[config.mk]
export PLATFORM = sky130hd
export DESIGN_NAME = fpa_cmd
export DESIGN_NICKNAME = d
export VERILOG_FILES = /design/src/fpa_pkg.sv /design/src/fpa_cmd.sv /design/src/fpa_sync.sv /design/src/fpa_unlock_timer.sv
export VERILOG_INCLUDE_DIRS = /design/src
export SDC_FILE = /design/constraint.sdc
export NUM_CORES = 1
export LEC_CHECK = 0
export ABC_AREA = 1
export BUFFER_PORTS_ARGS = -buffer_cell sky130_fd_sc_hd__buf_2
export CORE_MARGIN = 2
export CORE_UTILIZATION = 53
export CTS_BUF_LIST = sky130_fd_sc_hd__clkbuf_4 sky130_fd_sc_hd__clkbuf_8 sky130_fd_sc_hd__clkbuf_16
export CTS_CLUSTER_DIAMETER = 100
export DETAILED_ROUTE_END_ITERATION = 8
export GPL_TIMING_DRIVEN = 0
export PLACE_DENSITY = 0.82
export SLEW_MARGIN = 20
export SYNTH_ARGS = -nofsm -noshare
export SYNTH_HDL_FRONTEND = slang
export SYNTH_SLANG_ARGS = --single-unit
[constraint.sdc]
create_clock -name clk -period 18.4 [get_ports clk]
set_clock_uncertainty 0.2 [all_clocks]
set_input_delay 0.92 -clock clk [delete_from_list [all_inputs] [get_ports clk]]
set_output_delay 0.92 -clock clk [all_outputs]
set_load 0.02 [all_outputs]
[src/fpa_defines.svh]
`ifndef FPA_DEFINES_SVH
`define FPA_DEFINES_SVH

`define FPA_OP_PASS_UNLOCK 8'hEA
`define FPA_OP_LOCK_REGIONS 8'hA6
`define FPA_OP_STATUS1_READ 8'h05
`define FPA_OP_READ_ANY_REG 8'h65
`define FPA_OP_WRITE_ANY_REG 8'h71
`define FPA_OP_READ 8'h03
`define FPA_OP_FAST_READ 8'h0B
`define FPA_OP_DOR 8'h3B
`define FPA_OP_QOR 8'h6B
`define FPA_OP_DIOR 8'hBB
`define FPA_OP_QIOR 8'hEB
`define FPA_OP_DDRQIOR 8'hED
`define FPA_OP_PAGE_PROG 8'h02
`define FPA_OP_QPP 8'h32
`define FPA_OP_SECTOR_ERASE 8'h20
`define FPA_OP_HBE 8'h52
`define FPA_OP_BLOCK_ERASE 8'hD8
`define FPA_OP_SFDP 8'h5A
`define FPA_OP_SECRE 8'h44
`define FPA_OP_SECRP 8'h42
`define FPA_OP_SECRR 8'h48
`define FPA_OP_IBLRD 8'h3D
`define FPA_OP_IBLLOCK 8'h36
`define FPA_OP_IBLUNLOCK 8'h39
`define FPA_OP_SPRP 8'hFB
`define FPA_OP_PASS_PROG 8'hE8
`define FPA_OP_PASS_READ 8'hE7
`define FPA_OP_READ4 8'h13
`define FPA_OP_FAST_READ4 8'h0C
`define FPA_OP_DOR4 8'h3C
`define FPA_OP_QOR4 8'h6C
`define FPA_OP_DIOR4 8'hBC
`define FPA_OP_QIOR4 8'hEC
`define FPA_OP_DDRQIOR4 8'hEE
`define FPA_OP_PP4 8'h12
`define FPA_OP_QPP4 8'h34
`define FPA_OP_SE4 8'h21
`define FPA_OP_HBE4 8'h53
`define FPA_OP_BE4 8'hDC
`define FPA_OP_IBLRD4 8'hE0
`define FPA_OP_IBLLOCK4 8'hE1
`define FPA_OP_IBLUNLOCK4 8'hE2
`define FPA_OP_SPRP4 8'hE3

`define FPA_PASSWORD_RESET 64'hFFFFFFFFFFFFFFFF
`define FPA_CLK_MHZ 200
`define FPA_UNLOCK_DELAY_US 100
`define FPA_UNLOCK_DELAY_CYC (`FPA_UNLOCK_DELAY_US * `FPA_CLK_MHZ)

`endif

[src/fpa_pkg.sv]
package fpa_pkg;
  typedef enum logic [2:0] {
    FPA_ST_OPCODE = 3'b000,
    FPA_ST_ADDR = 3'b001,
    FPA_ST_DATA = 3'b010,
    FPA_ST_PASS = 3'b011,
    FPA_ST_IGNORE = 3'b100
  } fpa_state_t;

  typedef enum logic [1:0] {
    FPA_AL_NONE = 2'b00,
    FPA_AL_FOLLOW = 2'b01,
    FPA_AL_FIXED32 = 2'b10
  } fpa_alen_t;
endpackage

[src/fpa_cmd.sv]
`timescale 1ns/10ps
`include "fpa_defines.svh"
// What this block does and what it expects of the host
// Password mode: unlock flag forced to 0 at power-up and hardware reset.
// Unlock flag set to 1 only by a full, matching password unlock.
// Password programming only clears bits; writing 1 over 0 is silent.
// 64-bit password, all ones initially, any value accepted.
// Password-mode lock bit at 0 blocks password programming; reads undefined.
// Protection-mode lock bits are one-time and cannot be erased.
// Wrong password sets program failure flag, keeps busy, flag stays 0.
// Unlock attempts accepted at most once per 100 us; busy meanwhile.
// Matching password clears busy at once, without the delay.
// Host polls busy via status 1 read before the next password command.
// Host programs region 3 read guard before or with password lock bit.
// Region 3 read guard acts only once password lock bit is 0.
// Read guard 0 blocks region 3 program/erase and invalidates its reads.
// Boot code issues lock-regions command when no changes are needed.
// Manufacturing order: regions, pointer region, password, then mode bits.
// Host drives select, clock, input; device drives output for single reads.
// Select low before first clock rise, low throughout, high ends command.
// Commands not ending on an 8-bit boundary are rejected.
// Dedicated opcodes always take a 32-bit address.
// Address-length bit 1 makes legacy commands take 4-byte addresses.
// Address-length bit loaded from nonvolatile copy on any reset.
// Legacy opcodes listed follow the address-length bit.
// Opcode A6 clears the unlock flag; only correct password sets it.
// Opcode EA is the password unlock, compared with stored password.
// Unlock flag 0 refuses changes to regions 2, 3 and pointer region.
// Software reset leaves the unlock flag unchanged.
// First eight bits after select falls are the opcode, MSB first.
// Password compared only after all 64 bits; early end fails.
module fpa_cmd
  import fpa_pkg::*;
#(
  parameter logic [15:0] UNLOCK_DELAY_CYC = 16'(`FPA_UNLOCK_DELAY_CYC)
)
(
  input wire logic clk,
  input wire logic rst,
  input wire logic ce,
  input wire logic sw_reset,
  input wire logic cs_n,
  input wire logic sck,
  input wire logic si,
  input wire logic password_mode,
  input wire logic pass_lock_n,
  input wire logic read_guard_cfg,
  input wire logic config2_nonvolatile,
  input wire logic addr_len_wr,
  input wire logic addr_len_val,
  output logic so,
  output logic so_oe,
  output logic region_unlock_flag,
  output logic region3_read_guard,
  output logic op_in_progress_flag,
  output logic program_fail_flag,
  output logic config2_volatile,
  output logic [7:0] opcode,
  output logic cmd_done,
  output logic cmd_reject,
  output logic [1:0] addr_bytes_code,
  output logic region_write_refused,
  output logic region3_read_invalid,
  output logic [63:0] password_q
);
  fpa_state_t state_q;
  logic cs_n_s, sck_s, si_s;
  logic sck_d1_q, cs_d1_q;
  logic [7:0] shift_q;
  logic [6:0] bit_cnt_q;
  logic [63:0] pass_shift_q;
  logic [7:0] op_q;
  logic [2:0] addr_left_q;
  logic timer_busy;
  logic timer_start;
  logic sck_rise, sck_fall, cs_rise, cs_fall;
  logic [7:0] byte_in;
  logic first_q;

  function automatic fpa_alen_t op_alen(input logic [7:0] op);
    case (op)
      `FPA_OP_READ4, `FPA_OP_FAST_READ4, `FPA_OP_DOR4, `FPA_OP_QOR4, `FPA_OP_DIOR4, `FPA_OP_QIOR4,
      `FPA_OP_DDRQIOR4, `FPA_OP_PP4, `FPA_OP_QPP4, `FPA_OP_SE4, `FPA_OP_HBE4, `FPA_OP_BE4,
      `FPA_OP_IBLRD4, `FPA_OP_IBLLOCK4, `FPA_OP_IBLUNLOCK4, `FPA_OP_SPRP4: op_alen = FPA_AL_FIXED32;
      `FPA_OP_SFDP, `FPA_OP_READ, `FPA_OP_FAST_READ, `FPA_OP_DOR, `FPA_OP_QOR, `FPA_OP_DIOR,
      `FPA_OP_QIOR, `FPA_OP_DDRQIOR, `FPA_OP_PAGE_PROG, `FPA_OP_QPP, `FPA_OP_SECTOR_ERASE, `FPA_OP_HBE,
      `FPA_OP_BLOCK_ERASE, `FPA_OP_READ_ANY_REG, `FPA_OP_WRITE_ANY_REG, `FPA_OP_SECRE, `FPA_OP_SECRP,
      `FPA_OP_SECRR, `FPA_OP_IBLRD,
      `FPA_OP_IBLLOCK, `FPA_OP_IBLUNLOCK, `FPA_OP_SPRP: op_alen = FPA_AL_FOLLOW;
      default: op_alen = FPA_AL_NONE;
    endcase
  endfunction

  function automatic logic is_region_change(input logic [7:0] op);
    is_region_change = (op == `FPA_OP_SECRE) || (op == `FPA_OP_SECRP) || (op == `FPA_OP_SPRP)
      || (op == `FPA_OP_SPRP4);
  endfunction

  fpa_sync #(.RESET_VAL(1'b1)) u_sync_cs (.clk(clk), .rst(rst), .ce(ce), .async_in(cs_n), .sync_out(cs_n_s));
  fpa_sync #(.RESET_VAL(1'b0)) u_sync_sck (.clk(clk), .rst(rst), .ce(ce), .async_in(sck), .sync_out(sck_s));
  fpa_sync #(.RESET_VAL(1'b0)) u_sync_si (.clk(clk), .rst(rst), .ce(ce), .async_in(si), .sync_out(si_s));

  fpa_unlock_timer #(.DELAY_CYC(UNLOCK_DELAY_CYC)) u_timer (
    .clk(clk),
    .rst(rst),
    .ce(ce),
    .start(timer_start),
    .busy(timer_busy)
  );

  // Edge detectors run on synchronised copies only
  always_ff @(posedge clk or posedge rst) begin
    if (rst) begin
      sck_d1_q <= 1'b0;
      cs_d1_q <= 1'b1;
    end else if (ce) begin
      sck_d1_q <= sck_s;
      cs_d1_q <= cs_n_s;
    end
  end

  assign sck_rise = sck_s & ~sck_d1_q & ~cs_n_s;
  assign sck_fall = ~sck_s & sck_d1_q & ~cs_n_s;
  assign cs_rise = cs_n_s & ~cs_d1_q;
  assign cs_fall = ~cs_n_s & cs_d1_q;
  assign byte_in = {shift_q[6:0], si_s};

  // Framing: opcode, address, data/password
  always_ff @(posedge clk or posedge rst) begin
    if (rst) begin
      state_q <= FPA_ST_OPCODE;
      shift_q <= 8'h00;
      bit_cnt_q <= 7'h00;
      op_q <= 8'h00;
      addr_left_q <= 3'h0;
      pass_shift_q <= 64'h0000000000000000;
    end else if (ce) begin
      if (cs_fall || cs_n_s) begin
        state_q <= FPA_ST_OPCODE;
        bit_cnt_q <= 7'h00;
        shift_q <= 8'h00;
      end else if (sck_rise) begin
        shift_q <= byte_in;
        bit_cnt_q <= bit_cnt_q + 7'h01;
        if (bit_cnt_q[2:0] == 3'h7) begin
          case (state_q)
            FPA_ST_OPCODE: begin
              op_q <= byte_in;
              if (byte_in == `FPA_OP_PASS_UNLOCK) begin
                state_q <= timer_busy ? FPA_ST_IGNORE : FPA_ST_PASS;
              end else if (op_alen(byte_in) == FPA_AL_FIXED32) begin
                state_q <= FPA_ST_ADDR;
                addr_left_q <= 3'h4;
              end else if (op_alen(byte_in) == FPA_AL_FOLLOW) begin
                state_q <= FPA_ST_ADDR;
                addr_left_q <= config2_volatile ? 3'h4 : 3'h3;
              end else begin
                state_q <= FPA_ST_DATA;
              end
            end
            FPA_ST_ADDR: begin
              addr_left_q <= addr_left_q - 3'h1;
              if (addr_left_q == 3'h1) begin
                state_q <= FPA_ST_DATA;
              end
            end
            FPA_ST_PASS: pass_shift_q <= {pass_shift_q[55:0], byte_in};
            FPA_ST_DATA: begin
              if (op_q == `FPA_OP_PASS_PROG && !pass_lock_n) begin
                state_q <= FPA_ST_IGNORE;
              end
            end
            FPA_ST_IGNORE: state_q <= FPA_ST_IGNORE;
            default: state_q <= FPA_ST_IGNORE;
          endcase
        end else if (state_q == FPA_ST_PASS) begin
          pass_shift_q <= pass_shift_q;
        end
      end
    end
  end

  // Command completion and opcode report
  always_ff @(posedge clk or posedge rst) begin
    if (rst) begin
      cmd_done <= 1'b0;
      cmd_reject <= 1'b0;
      opcode <= 8'h00;
      addr_bytes_code <= 2'b00;
    end else if (ce) begin
      cmd_done <= cs_rise && (bit_cnt_q[2:0] == 3'h0) && (bit_cnt_q != 7'h00);
      cmd_reject <= cs_rise && (bit_cnt_q[2:0] != 3'h0);
      if (state_q == FPA_ST_OPCODE && sck_rise && bit_cnt_q[2:0] == 3'h7) begin
        opcode <= byte_in;
        addr_bytes_code <= op_alen(byte_in);
      end
    end
  end

  assign timer_start = cs_rise && state_q == FPA_ST_PASS && !timer_busy
    && !(bit_cnt_q == 7'h48 && pass_shift_q == password_q);

  // Unlock flag and program failure flag
  always_ff @(posedge clk or posedge rst) begin
    if (rst) begin
      region_unlock_flag <= 1'b1;
      program_fail_flag <= 1'b0;
    end else if (ce) begin
      if (cs_rise && op_q == `FPA_OP_LOCK_REGIONS && bit_cnt_q == 7'h08) begin
        region_unlock_flag <= 1'b0;
      end else if (cs_rise && state_q == FPA_ST_PASS) begin
        if (bit_cnt_q == 7'h48 && pass_shift_q == password_q) begin
          region_unlock_flag <= 1'b1;
        end else begin
          program_fail_flag <= 1'b1;
        end
      end else if (!password_mode && first_q) begin
        region_unlock_flag <= 1'b1;
      end else if (password_mode && first_q) begin
        region_unlock_flag <= 1'b0;
      end
      if (cs_rise && op_q == `FPA_OP_PASS_PROG && state_q == FPA_ST_DATA && !pass_lock_n) begin
        program_fail_flag <= program_fail_flag;
      end
    end
  end

  // First cycle after reset release loads the mode-dependent reset values
  always_ff @(posedge clk or posedge rst) begin
    if (rst) begin
      first_q <= 1'b1;
    end else if (ce) begin
      first_q <= 1'b0;
    end
  end

  // Busy flag: held while the anti-guessing timer runs, and after a failure while a command is being ignored
  always_ff @(posedge clk or posedge rst) begin
    if (rst) begin
      op_in_progress_flag <= 1'b0;
    end else if (ce) begin
      op_in_progress_flag <= timer_busy || timer_start || (program_fail_flag && state_q == FPA_ST_IGNORE);
    end
  end

  // Volatile configuration: address length and region 3 read guard
  always_ff @(posedge clk or posedge rst) begin
    if (rst) begin
      config2_volatile <= 1'b0;
      region3_read_guard <= 1'b1;
    end else if (ce) begin
      if (first_q || sw_reset) begin
        config2_volatile <= config2_nonvolatile;
        region3_read_guard <= (password_mode && !pass_lock_n) ? read_guard_cfg : 1'b1;
      end else if (addr_len_wr) begin
        config2_volatile <= addr_len_val;
      end else if (cs_rise && state_q == FPA_ST_PASS && bit_cnt_q == 7'h48 && pass_shift_q == password_q) begin
        region3_read_guard <= 1'b1;
      end
    end
  end

  // Password storage: program only clears bits, locked once mode bit is 0
  always_ff @(posedge clk or posedge rst) begin
    if (rst) begin
      password_q <= `FPA_PASSWORD_RESET;
    end else if (ce) begin
      if (state_q == FPA_ST_DATA && op_q == `FPA_OP_PASS_PROG && pass_lock_n && sck_rise
          && bit_cnt_q[2:0] == 3'h7 && bit_cnt_q < 7'h48) begin
        password_q <= password_q & ~(64'h00000000000000FF << ((7'h47 - bit_cnt_q) & 7'h38)) |
          (password_q & ({56'h0, byte_in} << ((7'h47 - bit_cnt_q) & 7'h38)));
      end
    end
  end

  // Refusals and single-line read output
  always_ff @(posedge clk or posedge rst) begin
    if (rst) begin
      region_write_refused <= 1'b0;
      region3_read_invalid <= 1'b0;
      so <= 1'b0;
      so_oe <= 1'b0;
    end else if (ce) begin
      region_write_refused <= (state_q != FPA_ST_OPCODE) && !cs_n_s
        && ((is_region_change(op_q) && !region_unlock_flag)
        || ((op_q == `FPA_OP_SECRE || op_q == `FPA_OP_SECRP) && !region3_read_guard));
      region3_read_invalid <= !cs_n_s && op_q == `FPA_OP_SECRR && !region3_read_guard;
      so_oe <= !cs_n_s && state_q == FPA_ST_DATA && op_q == `FPA_OP_STATUS1_READ;
      if (sck_fall) begin
        so <= op_in_progress_flag;
      end
    end
  end

  // sw_reset does not touch region_unlock_flag
  // protection-mode bits are inputs here, never cleared by this block
  // host obligations

  AST_REJECT: assert property (@(posedge clk) disable iff (rst)
    (ce && cs_rise && bit_cnt_q[2:0] != 3'h0) |=> cmd_reject)
    else $error("partial byte command not rejected");
  AST_LOCK: assert property (@(posedge clk) disable iff (rst)
    (ce && cs_rise && op_q == `FPA_OP_LOCK_REGIONS && bit_cnt_q == 7'h08) |=> !region_unlock_flag)
    else $error("lock regions did not clear flag");
  AST_NOSET: assert property (@(posedge clk) disable iff (rst)
    ($rose(region_unlock_flag) && !$past(first_q)) |-> $past(pass_shift_q == password_q))
    else $error("unlock flag set without password");
  AST_FAIL: assert property (@(posedge clk) disable iff (rst)
    (ce && cs_rise && state_q == FPA_ST_PASS && bit_cnt_q != 7'h48) |=> program_fail_flag)
    else $error("short password not failed");
  AST_BUSY: assert property (@(posedge clk) disable iff (rst)
    timer_start |=> ##1 op_in_progress_flag)
    else $error("busy not held after failed unlock");
  AST_ALEN: assert property (@(posedge clk) disable iff (rst)
    (ce && sw_reset) |=> (config2_volatile == $past(config2_nonvolatile)))
    else $error("address length not reloaded");
  AST_PASS_CLR: assert property (@(posedge clk) disable iff (rst)
    ce |=> ((password_q & ~$past(password_q)) == 64'h0))
    else $error("password bit went from 0 to 1");
  AST_ADDR4: assert property (@(posedge clk) disable iff (rst)
    (ce && sck_rise && state_q == FPA_ST_OPCODE && bit_cnt_q[2:0] == 3'h7
      && op_alen(byte_in) == FPA_AL_FOLLOW && config2_volatile) |=> addr_left_q == 3'h4)
    else $error("legacy command not given 4 address bytes");
endmodule

[src/fpa_sync.sv]
`timescale 1ns/10ps
module fpa_sync
  import fpa_pkg::*;
#(
  parameter logic RESET_VAL = 1'b0
)
(
  input wire logic clk,
  input wire logic rst,
  input wire logic ce,
  input wire logic async_in,
  output logic sync_out
);
  logic meta_q;

  // Reset to the pin's idle level so no false edge follows reset
  always_ff @(posedge clk or posedge rst) begin
    if (rst) begin
      meta_q <= RESET_VAL;
      sync_out <= RESET_VAL;
    end else if (ce) begin
      meta_q <= async_in;
      sync_out <= meta_q;
    end
  end
endmodule

[src/fpa_unlock_timer.sv]
`timescale 1ns/10ps
`include "fpa_defines.svh"
module fpa_unlock_timer
  import fpa_pkg::*;
#(
  parameter logic [15:0] DELAY_CYC = 16'(`FPA_UNLOCK_DELAY_CYC)
)
(
  input wire logic clk,
  input wire logic rst,
  input wire logic ce,
  input wire logic start,
  output logic busy
);
  logic [15:0] cnt_q;

  always_ff @(posedge clk or posedge rst) begin
    if (rst) begin
      cnt_q <= 16'h0000;
    end else if (ce) begin
      if (start) begin
        cnt_q <= DELAY_CYC;
      end else if (cnt_q != 16'h0000) begin
        cnt_q <= cnt_q - 16'h0001;
      end
    end
  end

  assign busy = (cnt_q != 16'h0000);
endmodule

==> metrics.md <==
| Metric | Value |
|---|---|
| Fill count | `1,759` |
| Mapped Cells | `1,469` |
| Largest net degree at the start of global routing | `between 70 and 80` |
| Clk root buf | `clkbuf_16` |
| Pins Over Slew Limit | `0` |
| Max Clk Rate | `273 MHz` |
| Slowest CP cell | `nor3_1` |
| Worst-skew pair later-pin latency | `0.52 ns` |
| Internal power | `0.835 mW` |
| Status | `finished, final reports clean` |
| Initial antenna violation count | `0` |
| CTS clk-pin slew, worst paths | `0.06 ns` |
| First-pass GRT wire length | `between 50,000 and 60,000 um` |
| RSZ-0062 raised after global routing | `false` |
| Initial core utilization | `a little over half` |
| CTS resizes | `0` |
| Area of the mapped netlist | `10,700 um^2` |
| Antenna Nets Post-Route | `0` |
| CTS Buffer Depth | `3` |
| H-tree depth | `1` |
| Die X | `between 100 and 150 um` |
| PwrDens | `90.3 nW/um^2` |
| Peak VDD IR | `0.0645 mV` |
| Cell Count, Final, Fillers Out | `between 1,500 and 2,000` |
| Top FF cell, synth | `dfrtp_1` |
| Setup bufs post-CTS | `0` |
| Vias | `10,089` |
| First drt pass iteration count | `6` |
| Max FO, Critical Path | `12` |
| CP Data Required Time | `18.66 ns` |
| Grt ovf | `0` |
| Synth Register Bits | `202` |
| GPL Wtd Cong | `0.984` |
| # nets final | `1,618` |
| Most common cell after layout, fill and taps aside | `nand2_1` |
| Die height | `146 um` |
| First DRT Iteration DRCs | `853` |
| Max-cap violations | `0` |
| Total Routing Usage GR | `30.0%` |
| Post-route DRC | `0` |
| Clk sink count | `202` |
| Inst Count DP | `roughly 1,800` |
| Crit path cell chain | `inv_1 -> clkbuf_1 -> clkbuf_1 -> ha_1 -> clkbuf_1 -> inv_1 -> clkbuf_1 -> nor3_1 -> o21ai_0 -> inv_1` |
| Arrival time worst endpoint | `approximately 3.9 ns` |
| Std-Cell Core Area | `19,700 um^2` |
| Number of global-route vias before repair | `9,538` |
| FP Rows | `51` |
| Final setup fails | `0` |
| Syn_area_per_cell | `7.28 um^2` |
| Switching share of power | `~25%` |
| Fin crit share | `19.9%` |
| Worst setup EP type | `register` |
| Wire length per cell | `17.2 um` |
| Most frequent cells in the layout | `nand2_1, inv_1, o21ai_0, nor2_1, dfrtp_1` |
| Number of synthesized flops with an enable pin | `0` |
| Async set-reset flop share out of synthesis | `100%` |
| Die ar. | `21,300 um^2` |
| Worst Reg-to-Reg Cells | `10` |
| Sequential fraction of the synthesis area | `roughly half` |
| Tightest Pin Transition | `0.780 ns` |
| I/O Buffers | `97` |
| Core Util, Final | `63.2%` |
| Combinational share of power | `11.0%` |
| Post-DP HPWL | `24,300 um` |
| Type of the worst setup path | `register to register` |
| Hold Violations, Final | `0` |
| HP Class | `input pin to asynchronous set/reset pin` |
| Cell repeated most along the worst path | `clkbuf_1` |
| Max incr delay on CP | `~0.66 ns` |
| TritonCTS Buffers | `22` |
| Share of layout cells above drive strength 1 | `13.9%` |
| TritonCTS clock tree | `yes` |
| Area grow syn2layout | `16.1%` |
| Tmin final | `3.66 ns` |
| Avg Vias per Cell | `5.39` |
| Post-synth net total | `1,495` |
| WL final | `32,200 um` |
| Clock share of power | `45.5%` |
| N_diodes | `0` |
| Hold Buf Count CTS | `0` |
| Setup crit start kind | `register` |
| Total negative setup slack | `0 ns` |
| Top-Level Pins | `98` |
| YS warnings | `0` |
| Synth cell types | `37` |
| Leakage | `6.67 nW` |
| Slew margin rel. | `47.6%` |
| Psw | `0.286 mW` |
| Share of power burned in registers | `43.6%` |
cell families (layout without fill, tap and decap cells):
group | Yosys count | after routing | share of synthesized area, %
simple gates | 726 | 726 | 27.7
buf+inv | 300 | 439 | 10.6
compound gates | 203 | 203 | 10.0
flops | 202 | 202 | 48.1
xor+xnor | 24 | 24 | 1.97
fa+ha+maj | 13 | 13 | 1.52
mux | 1 | 1 | 0.105
layout make-up:
| cell class | instances | area (um^2) | share of cell area (%) |
|---|---|---|---|
| flip-flops and latches | 202 | 5140 | 41.4 |
| clock inverters | 8 | 168 | 1.35 |
| inverters | 263 | 995 | 8.01 |
| clock buffers | 32 | 674 | 5.43 |
| well taps | 265 | 332 | 2.67 |
| repair buffers | 99 | 541 | 4.35 |
| plain buffers | 37 | 145 | 1.17 |
| multi-input cells | 967 | 4420 | 35.6 |
power groups by stage:
stage	logic (mW)	clock network, mW	registers, mW
after global routing	0.142	0.533	0.491
after floorplan	0.0918	0	0.493
after global placement	0.115	0	0.494
final	0.123	0.510	0.488
after CTS	0.123	0.514	0.488
after detailed placement	0.122	0	0.494
worst paths after layout:
path	end	slack, ns	startpoint
worst max-delay path	password_q[18]	14.74	bit_cnt_q[3]
worst min-delay path	pass_shift_q[10]	0.24	rst
worst min register to register	u_sync_cs.meta_q	0.27	u_sync_cs.meta_q
max in group asynchronous	u_sync_cs.meta_q	16.68	rst
worst max register to register	password_q[18]	14.74	bit_cnt_q[3]
min in group clk	u_sync_cs.meta_q	0.27	u_sync_cs.meta_q
stage by stage:
step | hold WS [ns] | power [mW] | setup WS (ns) | area [um^2]
5_1_grt | 0.265 | 1.17 | 14.58 | 12400
3_3_place_gp | 0.254 | 0.609 | 9.77 | 11500
3_5_place_dp | 0.261 | 0.616 | 14.89 | 11600
4_1_cts | 0.235 | 1.12 | 14.85 | 12400
2_1_floorplan | 0.242 | 0.585 | 11.89 | 10700
6_report | 0.238 | 1.12 | 14.74 | 12400
critical path: cells and delay by family (launching register included):
| family | cells | cell delay, ns |
|---|---|---|
| AND/OR/NAND/NOR | 1 | 0.66 |
| AO/OA/AOI/OAI | 1 | 0.19 |
| adder cells (fa/ha/maj) | 1 | 0.22 |
| buffers and inverters | 7 | 1.92 |
| flip-flops | 1 | 0.41 |
metal layers:
layer / global-route usage (%) / up-vias / routed length [um]
met4: 12.8 / 0 / 1500
met2: 50.6 / 438 / 15500
met5: 0 / - / 0
li1: - / 4812 / -
met1: 38.9 / 4748 / 13000
met3: 4.34 / 91 / 2250
sequential cells by signal, summed over array words and instances, names as in the netlist, 2 cells and up:
| name | flops |
|---|---|
| pass_shift_q | 64 |
| password_q | 64 |
| u_timer.cnt_q | 16 |
| op_q | 8 |
| opcode | 8 |
| bit_cnt_q | 7 |
| shift_q | 7 |
| addr_left_q | 3 |
| state_q | 3 |
| addr_bytes_code | 2 |
synth_stat cells, types with 3 or more instances:
cell	number	area [um^2]
a21oi_1	16	80.1
nor4_1	3	18.8
xnor2_1	7	61.3
ha_1	13	163
o21ai_0	161	806
nor3_1	51	255
a31oi_1	5	31.3
clkinv_1	5	18.8
nor2_1	146	548
dfrtp_1	132	3300
inv_1	256	961
nand2_1	452	1700
clkbuf_1	34	128
dfstp_2	70	1840
or2_2	3	18.8
nand4_1	30	188
nand3_1	33	165
xor2_1	17	149
o22ai_1	11	68.8
Power figures use the tool's default switching activity.
